$ cat src/inc/tfsc_pkg.sv
// Shared constants for the timer flag, status and clear-control block.
package tfsc_pkg;
  // Bit positions inside the flag and clear-control register.
  localparam int unsigned BIT_CAP_A    = 7;  // Capture flag A.
  localparam int unsigned BIT_CAP_B    = 6;  // Capture flag B.
  localparam int unsigned BIT_CAP_C    = 5;  // Capture flag C.
  localparam int unsigned BIT_CAP_D    = 4;  // Capture flag D.
  localparam int unsigned BIT_CMP_A    = 3;  // Compare flag A.
  localparam int unsigned BIT_CMP_B    = 2;  // Compare flag B.
  localparam int unsigned BIT_WRAP     = 1;  // Counter wrap flag.
  localparam int unsigned BIT_CLR_CTL  = 0;  // Clear counter on match A.
  localparam int unsigned FLAG_LO      = 1;  // Lowest flag bit.
  localparam int unsigned FLAG_HI      = 7;  // Highest flag bit.
  // Values after reset and standby entry.
  localparam logic [7:0]  REG_RESET    = 8'h00;  // Whole register.
  localparam logic [15:0] CAPTURE_INIT = 16'h0000; // Capture registers.
  // Counter end points that mark a wrap.
  localparam logic [15:0] COUNT_MAX    = 16'hffff; // Last count.
  localparam logic [15:0] COUNT_ZERO   = 16'h0000; // Count after wrap.
  // Depth of the capture input synchroniser.
  localparam int unsigned SYNC_STAGES  = 3;  // Flip-flops per input.
endpackage

$ cat src/design/tfsc_flags.sv
// Flag, status and counter-clear control register with capture registers of a 16-bit timer.
`timescale 1ns/1ps
// Function
// RQ1: Writing zero clears flags; writing one ignored.
// RQ2: Reset or standby forces register to zero.
// RQ3: Processor reads flag set, then writes zero.
// RQ4: Only hardware events set any flag.
// RQ5: Unbuffered A edge captures counter, sets flag.
// RQ6: Buffered A shifts A into C first.
// RQ7: B edge captures, buffered shifts into D.
// RQ8: C edge captures into C, sets flag.
// RQ9: Buffered A: C edge only sets flag.
// RQ10: D edge captures into D, sets flag.
// RQ11: Buffered B: D edge only sets flag.
// RQ12: Counter equals compare A sets flag.
// RQ13: Counter equals compare B sets flag.
// RQ14: Counter wrapping to zero sets flag.
// RQ15: Clear bit resets counter at match A.
// RQ16: Request raised only when enable set.
// RQ17: Edge select zero falling, one rising.
// RQ18: Set event beats same-cycle clear.
module tfsc_flags (
  input  wire logic        clk_sys,                  // System clock, 40 MHz.
  input  wire logic        reset,                    // Synchronous reset, active high.
  input  wire logic        standby_enter,            // High while a standby mode is entered.
  input  wire logic        reg_rd,                   // Read strobe of the flag register.
  input  wire logic        reg_wr,                   // Write strobe of the flag register.
  input  wire logic [7:0]  reg_wdata,                // Write data.
  output logic      [7:0]  reg_rdata,                // Read data, registered.
  input  wire logic [15:0] free_running_counter,     // Current counter value.
  input  wire logic [15:0] compare_register_a,       // Compare value A.
  input  wire logic [15:0] compare_register_b,       // Compare value B.
  input  wire logic        capture_input_a,          // Capture pin A.
  input  wire logic        capture_input_b,          // Capture pin B.
  input  wire logic        capture_input_c,          // Capture pin C.
  input  wire logic        capture_input_d,          // Capture pin D.
  input  wire logic        edge_select_a,            // Edge of pin A: 1 rising.
  input  wire logic        edge_select_b,            // Edge of pin B: 1 rising.
  input  wire logic        edge_select_c,            // Edge of pin C: 1 rising.
  input  wire logic        edge_select_d,            // Edge of pin D: 1 rising.
  input  wire logic        buffer_enable_chan_a,     // Register C buffers register A.
  input  wire logic        buffer_enable_chan_b,     // Register D buffers register B.
  input  wire logic [7:1]  irq_enable,               // Enables, same order as flags.
  output logic      [7:1]  irq_request,              // Requests, same order as flags.
  output logic      [15:0] capture_register_a,       // Capture register A.
  output logic      [15:0] capture_register_b,       // Capture register B.
  output logic      [15:0] capture_register_c,       // Capture register C.
  output logic      [15:0] capture_register_d,       // Capture register D.
  output logic             clear_counter_on_match_a, // Control bit level.
  output logic             counter_clear_pulse       // Counter clear request at match A.
);
  logic [7:1] flags_reg;      // The seven event flags.
  logic [7:1] flags_next;     // Next flag value.
  logic [7:1] armed_reg;      // Flags seen as 1 by a read, so a zero write may clear.
  logic       clear_ctl_reg;  // Counter clear control bit.
  logic [7:0] rdata_reg;      // Registered read data.
  logic [15:0] prev_count_reg; // Counter one cycle ago, for wrap detection.
  logic [3:0] rise_w;         // Accepted rises, pins A to D.
  logic [3:0] fall_w;         // Accepted falls, pins A to D.
  logic       evt_a, evt_b, evt_c, evt_d; // Capture events per channel.
  logic       match_a, match_b, wrap_w;   // Counter events.
  logic [7:1] set_vec;        // Hardware set requests.
  logic [7:1] clr_vec;        // Valid software clears.
  logic       hold_zero;      // Reset or standby entry.
  logic [3:0] pins_w;         // Pins gathered for the generate loop.

  // Picks the selected edge of one input.
  function automatic logic pick_edge(input logic rise, input logic fall, input logic sel);
    // RQ17 polarity of selection
    pick_edge = sel ? rise : fall;
  endfunction

  assign pins_w = {capture_input_d, capture_input_c, capture_input_b, capture_input_a};
  assign hold_zero = reset || standby_enter;

  // One synchroniser and edge detector per capture pin.
  genvar gi;
  generate
    for (gi = 0; gi < 4; gi++) begin : g_pin
      tfsc_edge_detect u_edge (
        .clk_sys    (clk_sys),
        .reset      (reset),
        .pin_in     (pins_w[gi]),
        .rise_pulse (rise_w[gi]),
        .fall_pulse (fall_w[gi])
      );
    end
  endgenerate

  // Buffered channels with unequal selects capture on both edges of the main pin.
  assign evt_a = pick_edge(rise_w[0], fall_w[0], edge_select_a) ||
                 (buffer_enable_chan_a && pick_edge(rise_w[0], fall_w[0], edge_select_c));
  assign evt_b = pick_edge(rise_w[1], fall_w[1], edge_select_b) ||
                 (buffer_enable_chan_b && pick_edge(rise_w[1], fall_w[1], edge_select_d));
  assign evt_c = pick_edge(rise_w[2], fall_w[2], edge_select_c);
  assign evt_d = pick_edge(rise_w[3], fall_w[3], edge_select_d);

  // Counter events: equality is a level, so the flag keeps setting while it holds.
  assign match_a = (free_running_counter == compare_register_a);
  assign match_b = (free_running_counter == compare_register_b);
  assign wrap_w  = (prev_count_reg == tfsc_pkg::COUNT_MAX) && (free_running_counter == tfsc_pkg::COUNT_ZERO);

  // Track the previous count for wrap detection.
  always_ff @(posedge clk_sys) begin
    if (hold_zero) begin
      prev_count_reg <= tfsc_pkg::COUNT_ZERO;
    end else begin
      prev_count_reg <= free_running_counter;
    end
  end

  // Gather set requests; nothing the processor does reaches this vector.
  always_comb begin
    set_vec = '0;
    // RQ4 hardware only sets
    set_vec[tfsc_pkg::BIT_CAP_A] = evt_a;
    set_vec[tfsc_pkg::BIT_CAP_B] = evt_b;
    // RQ9 flag C always sets
    set_vec[tfsc_pkg::BIT_CAP_C] = evt_c;
    // RQ11 flag D always sets
    set_vec[tfsc_pkg::BIT_CAP_D] = evt_d;
    // RQ12 compare A match
    set_vec[tfsc_pkg::BIT_CMP_A] = match_a;
    // RQ13 compare B match
    set_vec[tfsc_pkg::BIT_CMP_B] = match_b;
    // RQ14 counter wrap
    set_vec[tfsc_pkg::BIT_WRAP]  = wrap_w;
  end

  // RQ1 zero written clears
  // RQ3 only after read
  assign clr_vec = reg_wr ? (~reg_wdata[7:1] & armed_reg) : '0;

  // RQ18 set wins over clear
  assign flags_next = (flags_reg & ~clr_vec) | set_vec;

  // Flag register; reset and standby both force zero.
  always_ff @(posedge clk_sys) begin
    // RQ2 zero on reset, standby
    if (hold_zero) begin
      flags_reg <= tfsc_pkg::REG_RESET[7:1];
    end else begin
      flags_reg <= flags_next;
    end
  end

  // A read arms each flag that read as 1; a write or a cleared flag disarms it.
  always_ff @(posedge clk_sys) begin
    if (hold_zero) begin
      armed_reg <= '0;
    end else if (reg_rd) begin
      armed_reg <= flags_reg;
    end else if (reg_wr) begin
      armed_reg <= '0;
    end else begin
      armed_reg <= armed_reg & flags_reg;
    end
  end

  // The control bit is plain read/write.
  always_ff @(posedge clk_sys) begin
    if (hold_zero) begin
      clear_ctl_reg <= tfsc_pkg::REG_RESET[tfsc_pkg::BIT_CLR_CTL];
    end else if (reg_wr) begin
      clear_ctl_reg <= reg_wdata[tfsc_pkg::BIT_CLR_CTL];
    end
  end

  // Read data is sampled on the strobe and held until the next read.
  always_ff @(posedge clk_sys) begin
    if (hold_zero) begin
      rdata_reg <= tfsc_pkg::REG_RESET;
    end else if (reg_rd) begin
      rdata_reg <= {flags_reg, clear_ctl_reg};
    end
  end

  // Capture channel A and its buffer C; C captures itself only when not buffering.
  always_ff @(posedge clk_sys) begin
    if (hold_zero) begin
      capture_register_a <= tfsc_pkg::CAPTURE_INIT;
      capture_register_c <= tfsc_pkg::CAPTURE_INIT;
    end else begin
      if (evt_a) begin
        // RQ5 capture counter into A
        capture_register_a <= free_running_counter;
      end
      if (buffer_enable_chan_a) begin
        if (evt_a) begin
          // RQ6 shift A into C
          capture_register_c <= capture_register_a;
        end
      end else if (evt_c) begin
        // RQ8 capture counter into C
        capture_register_c <= free_running_counter;
      end
    end
  end

  // Capture channel B and its buffer D.
  always_ff @(posedge clk_sys) begin
    if (hold_zero) begin
      capture_register_b <= tfsc_pkg::CAPTURE_INIT;
      capture_register_d <= tfsc_pkg::CAPTURE_INIT;
    end else begin
      if (evt_b) begin
        // RQ7 capture B, buffer D
        capture_register_b <= free_running_counter;
      end
      if (buffer_enable_chan_b) begin
        if (evt_b) begin
          capture_register_d <= capture_register_b;
        end
      end else if (evt_d) begin
        // RQ10 capture counter into D
        capture_register_d <= free_running_counter;
      end
    end
  end

  assign reg_rdata = rdata_reg;
  assign clear_counter_on_match_a = clear_ctl_reg;
  // RQ15 clear counter at match
  assign counter_clear_pulse = clear_ctl_reg && match_a;
  // RQ16 gate requests by enable
  assign irq_request = flags_reg & irq_enable;
endmodule

$ cat src/design/tfsc_edge_detect.sv
// Synchroniser and edge detector for one external capture input.
`timescale 1ns/1ps
module tfsc_edge_detect (
  input  wire logic clk_sys,   // System clock.
  input  wire logic reset,     // Synchronous reset, active high.
  input  wire logic pin_in,    // Asynchronous capture pin level.
  output logic      rise_pulse, // One-cycle pulse on an accepted rise.
  output logic      fall_pulse  // One-cycle pulse on an accepted fall.
);
  logic [tfsc_pkg::SYNC_STAGES-1:0] sync_reg;   // Synchroniser chain.
  logic                             stable_reg; // Last accepted level.

  // Shift the pin through the chain; stage 0 feeds only stage 1.
  // The chain keeps sampling through reset, so it holds the true pin level when reset ends.
  always_ff @(posedge clk_sys) begin
    sync_reg <= {sync_reg[tfsc_pkg::SYNC_STAGES-2:0], pin_in};
  end

  // A new level counts only once stages 1 and 2 agree, which filters glitches.
  // During reset the accepted level follows the pin, so a pin that idles high gives no false edge.
  always_ff @(posedge clk_sys) begin
    if (reset) begin
      stable_reg <= sync_reg[2];
    end else if (sync_reg[1] == sync_reg[2]) begin
      stable_reg <= sync_reg[2];
    end
  end

  // Edges are the accepted level changing; none is reported while reset is held.
  assign rise_pulse = !reset && (sync_reg[1] == sync_reg[2]) && sync_reg[2] && !stable_reg;
  assign fall_pulse = !reset && (sync_reg[1] == sync_reg[2]) && !sync_reg[2] && stable_reg;
endmodule

$ cat config.mk
export PLATFORM = sky130hd
export DESIGN_NAME = tfsc_flags
export DESIGN_NICKNAME = d
export VERILOG_FILES = /design/src/inc/tfsc_pkg.sv /design/src/design/tfsc_flags.sv /design/src/design/tfsc_edge_detect.sv
export SDC_FILE = /design/constraint.sdc
export NUM_CORES = 1
export LEC_CHECK = 0
export CAP_MARGIN = 20
export CORE_AREA = 2 2 111 113
export CTS_CLUSTER_DIAMETER = 60
export DETAILED_ROUTE_END_ITERATION = 10
export DIE_AREA = 0 0 113 115
export DONT_BUFFER_PORTS = 1
export SYNTH_ARGS = -nofsm -noshare
export SYNTH_HDL_FRONTEND = slang
export SYNTH_SLANG_ARGS = --single-unit
$ cat constraint.sdc
create_clock -name clk_sys -period 2 [get_ports clk_sys]
set_input_delay 0 -clock clk_sys [delete_from_list [all_inputs] [get_ports clk_sys]]
set_output_delay 0 -clock clk_sys [all_outputs]
set_load 0.02 [all_outputs]
==> key figures, run 1 <==
GRT
  • Vias in the first global route: 3830
  • Pin count of the biggest net entering global routing: 113
  • Initial antenna violation count: 1
  • Total Routing Usage GR: 0.226
  • First-pass GRT wire length: 21900 um
  • Grt total ovfl: 0

Worst setup path
  • Critical path type: in2reg
  • Critical Path AT: 2.16 ns
  • Reg2reg start: armed_reg[6]
  • Critical path peak fanout: 5
  • Worst path required time: 2.35 ns
  • WP buf/inv: 2
  • Critical path's largest stage delay: 0.67 ns
  • Slowest-stage cell, CP: dlygate4sd3_1
  • Worst Setup SP: free_running_counter[4]
  • Most used cell, CP: dlygate4sd3_1
  • Critical Path Start Type: primary input
  • Critical Path Sink Type: flop
  • Crit-path cells: dlygate4sd3_1, xor2_1, nor4_1, nand4_1, o32ai_1, dlygate4sd3_1
  • Top delay family on crit path: buffers and inverters

Placed design
  • RD Place Congestion: 0.805
  • Dpl ws: 0.369 ns
  • DP HPWL: 9660 um
  • IO Port Bufs: 0

Power and ir drop
  • Sw Ratio: 0.231
  • Cell-internal power: 4.69 mW
  • Reg power frac: 0.412
  • Cell leakage power: 2.81 nW
  • Combinational share of power: 0.075
  • Peak supply drop: 0.533 mV
  • Sw power: 1.41 mW
  • Power Dens Cells: 975 mW/mm^2
  • Clock Power Share: 0.513

CTS
  • H-tree depth: 4
  • Clk sinks: 119
  • Longest Clk Path Bufs: 2
  • Post-CTS Setup Bufs: 0
  • Inserted Clock Buffers: 17
  • Clock Latency Late Sink: 0.40 ns
  • Clk slew on worst S/H paths: 0.06 ns
  • CTS tree: yes
  • Root Buffer: clkbuf_16

Synth
  • Yosys reg bits: 119
  • Netlist Area Pre-Place: 0.00515 mm^2
  • Async set-reset flop share out of synthesis: 0
  • Yosys warning total: 0
  • Most frequent cell after synthesis: nand2_1
  • Post-synthesis sequential area ratio: 0.470
  • Area leader, netlist: dfxtp_1
  • Top cells by area, synth: dfxtp_1, mux2i_1, nand2_1
  • Gate Count Post-Synth: 531
  • Syn nets: 609
  • Top_reg_cell synth: dfxtp_1
  • Avg Inst Size Synth: 9.71 um^2
  • EDFF count, synth: 4
  • Yosys cell types: 36
  • Top cells by count, synth: nand2_1, dfxtp_1, mux2i_1
  • Top-area cell type share of the netlist area: 0.447

Run status
  • Status: complete, but fails checks
  • Violated checks: design-rule violations

Route
  • DRC viols: 13
  • Vias/cell: 5.20
  • Final ANT Viol Nets: 0
  • DRT Pass-1 Iters: 8
  • Detailed Route Iter0 Violations: 336
  • WL final: 14500 um
  • Routed WL per cell: 20.0 um
  • Total number of vias: 3783

STA
  • Pins Over Slew Limit: 0
  • Setup ws final: 0.188 ns
  • Worst-Margin Slew: 0.820 ns
  • Final hold violation count: 0
  • Slew HR: 0.451
  • TNS Setup: 0 ns
  • Post-route minimum period: 1.81 ns
  • Period utilization: 0.906
  • RSZ-0062 raised after global routing: no
  • Layout Skew: 0.00497 ns
  • Final setup fails: 0
  • Peak Freq: 552 MHz

Finish
  • Layout cell share with drive strength beyond 1: 0.126
  • Final Net Count: 644
  • Syn-to-layout area delta: 21.3%

Floorplanning
  • Starting density of the core: 0.436
  • Row Count: 40
  • Core ar.: 0.0118 mm^2
  • Chip Width: 113 um
  • Die area: 0.0130 mm^2
  • Die Y: 115 um
  • I/O pin cnt: 159

Min path
  • HP Class: in2reg
  • Hold_sp: capture_input_b

Run
  • # Max-Cap Violations: 0
## cells by family after synthesis
| kind of cell | after synthesis | share of synthesized area |
|---|---|---|
| simple gates | 191 | 0.166 |
| flops | 119 | 0.470 |
| mux | 109 | 0.220 |
| buf+inv | 46 | 0.0473 |
| xor+xnor | 36 | 0.0612 |
| compound gates | 30 | 0.0362 |
## power groups by stage
| stage | registers, mW | logic, mW | clock network, mW |
|---|---|---|---|
| after floorplan | 2.55 | 0.332 | 0 |
| after global placement | 2.56 | 0.338 | 0 |
| after detailed placement | 2.56 | 0.344 | 0 |
| after CTS | 2.51 | 0.453 | 3.18 |
| after global routing | 2.52 | 0.493 | 3.30 |
| final | 2.51 | 0.455 | 3.13 |
## repair_timing
item,in CTS,in global routing
setup endpoints to repair,0,1
hold buffers,41,0
hold endpoints to repair,111,0
gates resized for setup,0,2
## metal layers
layer,GRT usage,up-vias,wire [um]
met2,0.349,127,6750
met4,0.0797,0,191
met1,0.288,1785,6450
met3,0.0891,10,1150
met5,0,-,0
li1,-,1861,-
## placed cells by master, fill, tap and decap left out, types with 2 or more instances in the layout
cell / synthesis / layout
and3b_1: 4 / 4
clkinvlp_4: 0 / 4
mux2_2: 34 / 34
o21ai_0: 3 / 3
nor2b_1: 2 / 2
nor3b_1: 3 / 3
nand2_1: 126 / 126
nor2_1: 21 / 20
dlymetal6s4s_1: 0 / 2
nand4_1: 9 / 9
nor4_1: 9 / 9
xor2_1: 20 / 20
dlygate4sd3_1: 0 / 39
a211oi_1: 2 / 2
a31oi_1: 2 / 2
clkbuf_16: 0 / 20
o22ai_1: 2 / 2
o21a_1: 2 / 2
inv_1: 17 / 17
clkbuf_8: 0 / 3
a21oi_1: 12 / 12
nand2b_1: 4 / 4
clkinv_2: 0 / 3
a211o_1: 2 / 2
and2_1: 8 / 8
edfxtp_1: 4 / 4
dfxtp_1: 115 / 115
mux2i_1: 75 / 75
o211a_1: 2 / 2
o21ai_1: 2 / 2
xnor2_1: 16 / 16
buf_4: 0 / 3
## final timing paths
kind,cells after the start,endpoint,slack [ns]
min,1,g_pin[1].u_edge.sync_reg[0],0.14
max,6,flags_reg[2],0.19
max reg2reg,4,armed_reg[6],0.29
min reg2reg,0,g_pin[1].u_edge.sync_reg[1],0.33
## final cells by class
class                           count  area [um^2]
Antenna cell                        1         2.50
Sequential cell                   119         2420
Fill cell                        1077         5560
Inverter                           17         63.8
Timing Repair Buffer               45          458
Multi-Input combinational cell    366         2500
Clock buffer                       23          542
Clock inverter                      9         83.8
Tap cell                          147          184
## stage by stage
step,cell area (um^2),std cells,utilization,hold slack (ns),power (mW)
6_report,6250,727,0.529,0.142,6.10
3_5_place_dp,5210,653,0.441,0.0278,2.91
5_1_grt,6250,727,0.529,0.117,6.31
4_1_cts,6240,726,0.529,0.119,6.15
3_3_place_gp,5210,653,0.441,0.0278,2.90
2_1_floorplan,5150,531,-,0.0277,2.88
Power figures use the tool's default switching activity.
==> run 2: changes to the inputs <==
--- a/config.mk
+++ b/config.mk
@@ -11,6 +11,7 @@
 export DETAILED_ROUTE_END_ITERATION = 10
 export DIE_AREA = 0 0 113 115
 export DONT_BUFFER_PORTS = 1
+export PLACE_DENSITY_LB_ADDON = 0.12
 export SYNTH_ARGS = -nofsm -noshare
 export SYNTH_HDL_FRONTEND = slang
 export SYNTH_SLANG_ARGS = --single-unit
==> run 2 against run 1 <==
Compared with the run above:
- the flow still finishes with violations (design-rule violations)
- combinational power up 2%
- maximum frequency increased by 3.1%
- critical path depth unchanged
- utilization down 0.085 points
- highest routed layer unchanged
- flip-flop and latch count unchanged
- sequential share of layout area rose by 0.062 points
- clock skew is 0.00061 ns higher
- global-route usage is 0.57 points lower
- clock power shrank 4%
- total power decreased by 1.7%
- setup slack gained 0.055 ns
- hold slack got worse by 0.12 ns
==> key figures, run 2 (synthesized netlist as in run 1, its figures left out) <==
Placed design
  • DP HPWL: 9690 um
  • Placed Instance Area: 0.00524 mm^2
  • # placed instances: 654
  • IO Port Bufs: 0
  • Dpl ws: 0.375 ns
  • RD Place Congestion: 0.834

CTS
  • Clk slew on worst S/H paths: 0.05 ns
  • H-tree depth: 4
  • CTS tree: yes
  • Clk sinks: 119
  • Inserted Clock Buffers: 17
  • Clock Latency Late Sink: 0.41 ns
  • Longest Clk Path Bufs: 2
  • Root Buffer: clkbuf_16
  • Post-CTS Setup Bufs: 0

Floorplanning
  • Starting density of the core: 0.436
  • I/O pin cnt: 159
  • Row Count: 40
  • Chip Width: 113 um
  • Die Y: 115 um
  • Die area: 0.0130 mm^2
  • Core ar.: 0.0118 mm^2

GRT
  • Grt total ovfl: 0
  • Vias in the first global route: 3732
  • Pin count of the biggest net entering global routing: 66
  • Total Routing Usage GR: 0.220
  • First-pass GRT wire length: 21300 um
  • Initial antenna violation count: 0

Worst setup path
  • Critical path peak fanout: 5
  • Critical Path Sink Type: flop
  • Critical Path AT: 2.11 ns
  • FF-to-FF setup slack: 0.30 ns
  • Terminus of the critical flop-to-flop path: armed_reg[2]
  • Reg2reg start: armed_reg[2]
  • Critical Path Start Type: primary input
  • Critical path type: in2reg
  • Worst r2r path cells: 4
  • Worst path required time: 2.35 ns

Run status
  • Violated checks: design-rule violations
  • Status: complete, but fails checks

Finish
  • # diodes: 0
  • Filler cells: 1092
  • Cell area after layout: 0.00624 mm^2
  • Fin cells: 726
  • Most frequent cells in the layout: nand2_1, dfxtp_1, mux2i_1
  • Syn-to-layout area delta: 21.1%
  • Layout cell share with drive strength beyond 1: 0.121
  • Leading cell type in the layout, fill and taps excluded: nand2_1
  • Multi-input gate area: 0.00250 mm^2
  • FF+latch area: 0.00242 mm^2
  • Final Net Count: 644
  • Utilization after layout: 0.528

Power and ir drop
  • Clock Power Share: 0.504
  • Cell-internal power: 4.67 mW
  • Peak supply drop: 0.443 mV
  • Combinational share of power: 0.077
  • Cell leakage power: 2.82 nW
  • Sw power: 1.32 mW
  • Reg power frac: 0.419
  • Sw Ratio: 0.221
  • Power Dens Cells: 961 mW/mm^2

Route
  • DRC viols: 14
  • Total number of vias: 3790
  • DRT Pass-1 Iters: 8
  • Detailed Route Iter0 Violations: 271
  • Routed WL per cell: 19.7 um
  • Vias/cell: 5.22
  • Final ANT Viol Nets: 0
  • WL final: 14300 um

STA
  • Slew HR: 0.456
  • Period utilization: 0.879
  • Peak Freq: 569 MHz
  • TNS Setup: 0 ns
  • RSZ-0062 raised after global routing: no
  • Layout Skew: 0.00558 ns
  • Final setup fails: 0
  • Setup ws final: 0.243 ns
  • Worst-Margin Slew: 0.814 ns
  • Final hold violation count: 0
  • Post-route minimum period: 1.76 ns
  • Pins Over Slew Limit: 0

Min path
  • HP Class: in2reg
  • Hold_sp: free_running_counter[11]
  • Worst Hold Depth: 4
  • End of the worst hold path: flags_reg[1]

Run
  • # Max-Cap Violations: 0
[run 2: what timing repair did]
item | in CTS | in global routing
hold buffers | 40 | 0
resized for setup | 0 | 2
endpoints found under the setup margin | 0 | 1
endpoints found under the hold margin | 110 | 0
[run 2: how the worst max path moves through the flow]
stage,start,to,slack [ns],cells after the start
floorplan,g_pin[1].u_edge.stable_reg,capture_register_b[10],0.53,6
global placement,g_pin[3].u_edge.stable_reg,capture_register_d[11],0.47,4
detailed placement,g_pin[3].u_edge.stable_reg,capture_register_d[2],0.37,4
CTS,reg_rd,armed_reg[2],0.05,5
global route,free_running_counter[2],flags_reg[2],0.16,6
finish,free_running_counter[2],flags_reg[2],0.24,6
[run 2: critical path, cell delays in order]
cell and delay (ns):
dlygate4sd3_1 0.67, xor2_1 0.21, nor4_1 0.24, nand4_1 0.16, o32ai_1 0.26, dlygate4sd3_1 0.58
[run 2: power by group through the flow]
stage | Combinational (mW) | Clock, mW | Sequential (mW)
after floorplan | 0.332 | 0 | 2.55
after global placement | 0.350 | 0 | 2.56
after detailed placement | 0.354 | 0 | 2.56
after CTS | 0.463 | 3.08 | 2.51
after global routing | 0.501 | 3.18 | 2.52
final | 0.462 | 3.02 | 2.51
[run 2: through the flow]
stage | hold WS (ns) | power (mW)
4_1_cts | 0.00533 | 6.05
5_1_grt | 0.0312 | 6.20
3_3_place_gp | 0.0278 | 2.91
3_5_place_dp | 0.0278 | 2.92
2_1_floorplan | 0.0277 | 2.88
6_report | 0.0232 | 6.00
[run 2: area by class of cell]
| type | count | share of cell area |
|---|---|---|
| multi-input cells | 366 | 0.400 |
| flip-flops and latches | 119 | 0.388 |
| clock buffers | 25 | 0.0812 |
| repair buffers | 45 | 0.0770 |
| well taps | 147 | 0.0295 |
| clock inverters | 7 | 0.0142 |
| inverters | 17 | 0.0102 |
[run 2: metal layers]
metal,global-route usage,vias up,share of wire
met5,0,-,0
met4,0.0732,0,0.014
met2,0.335,129,0.45
met1,0.296,1774,0.47
met3,0.0712,24,0.070
li1,-,1863,-
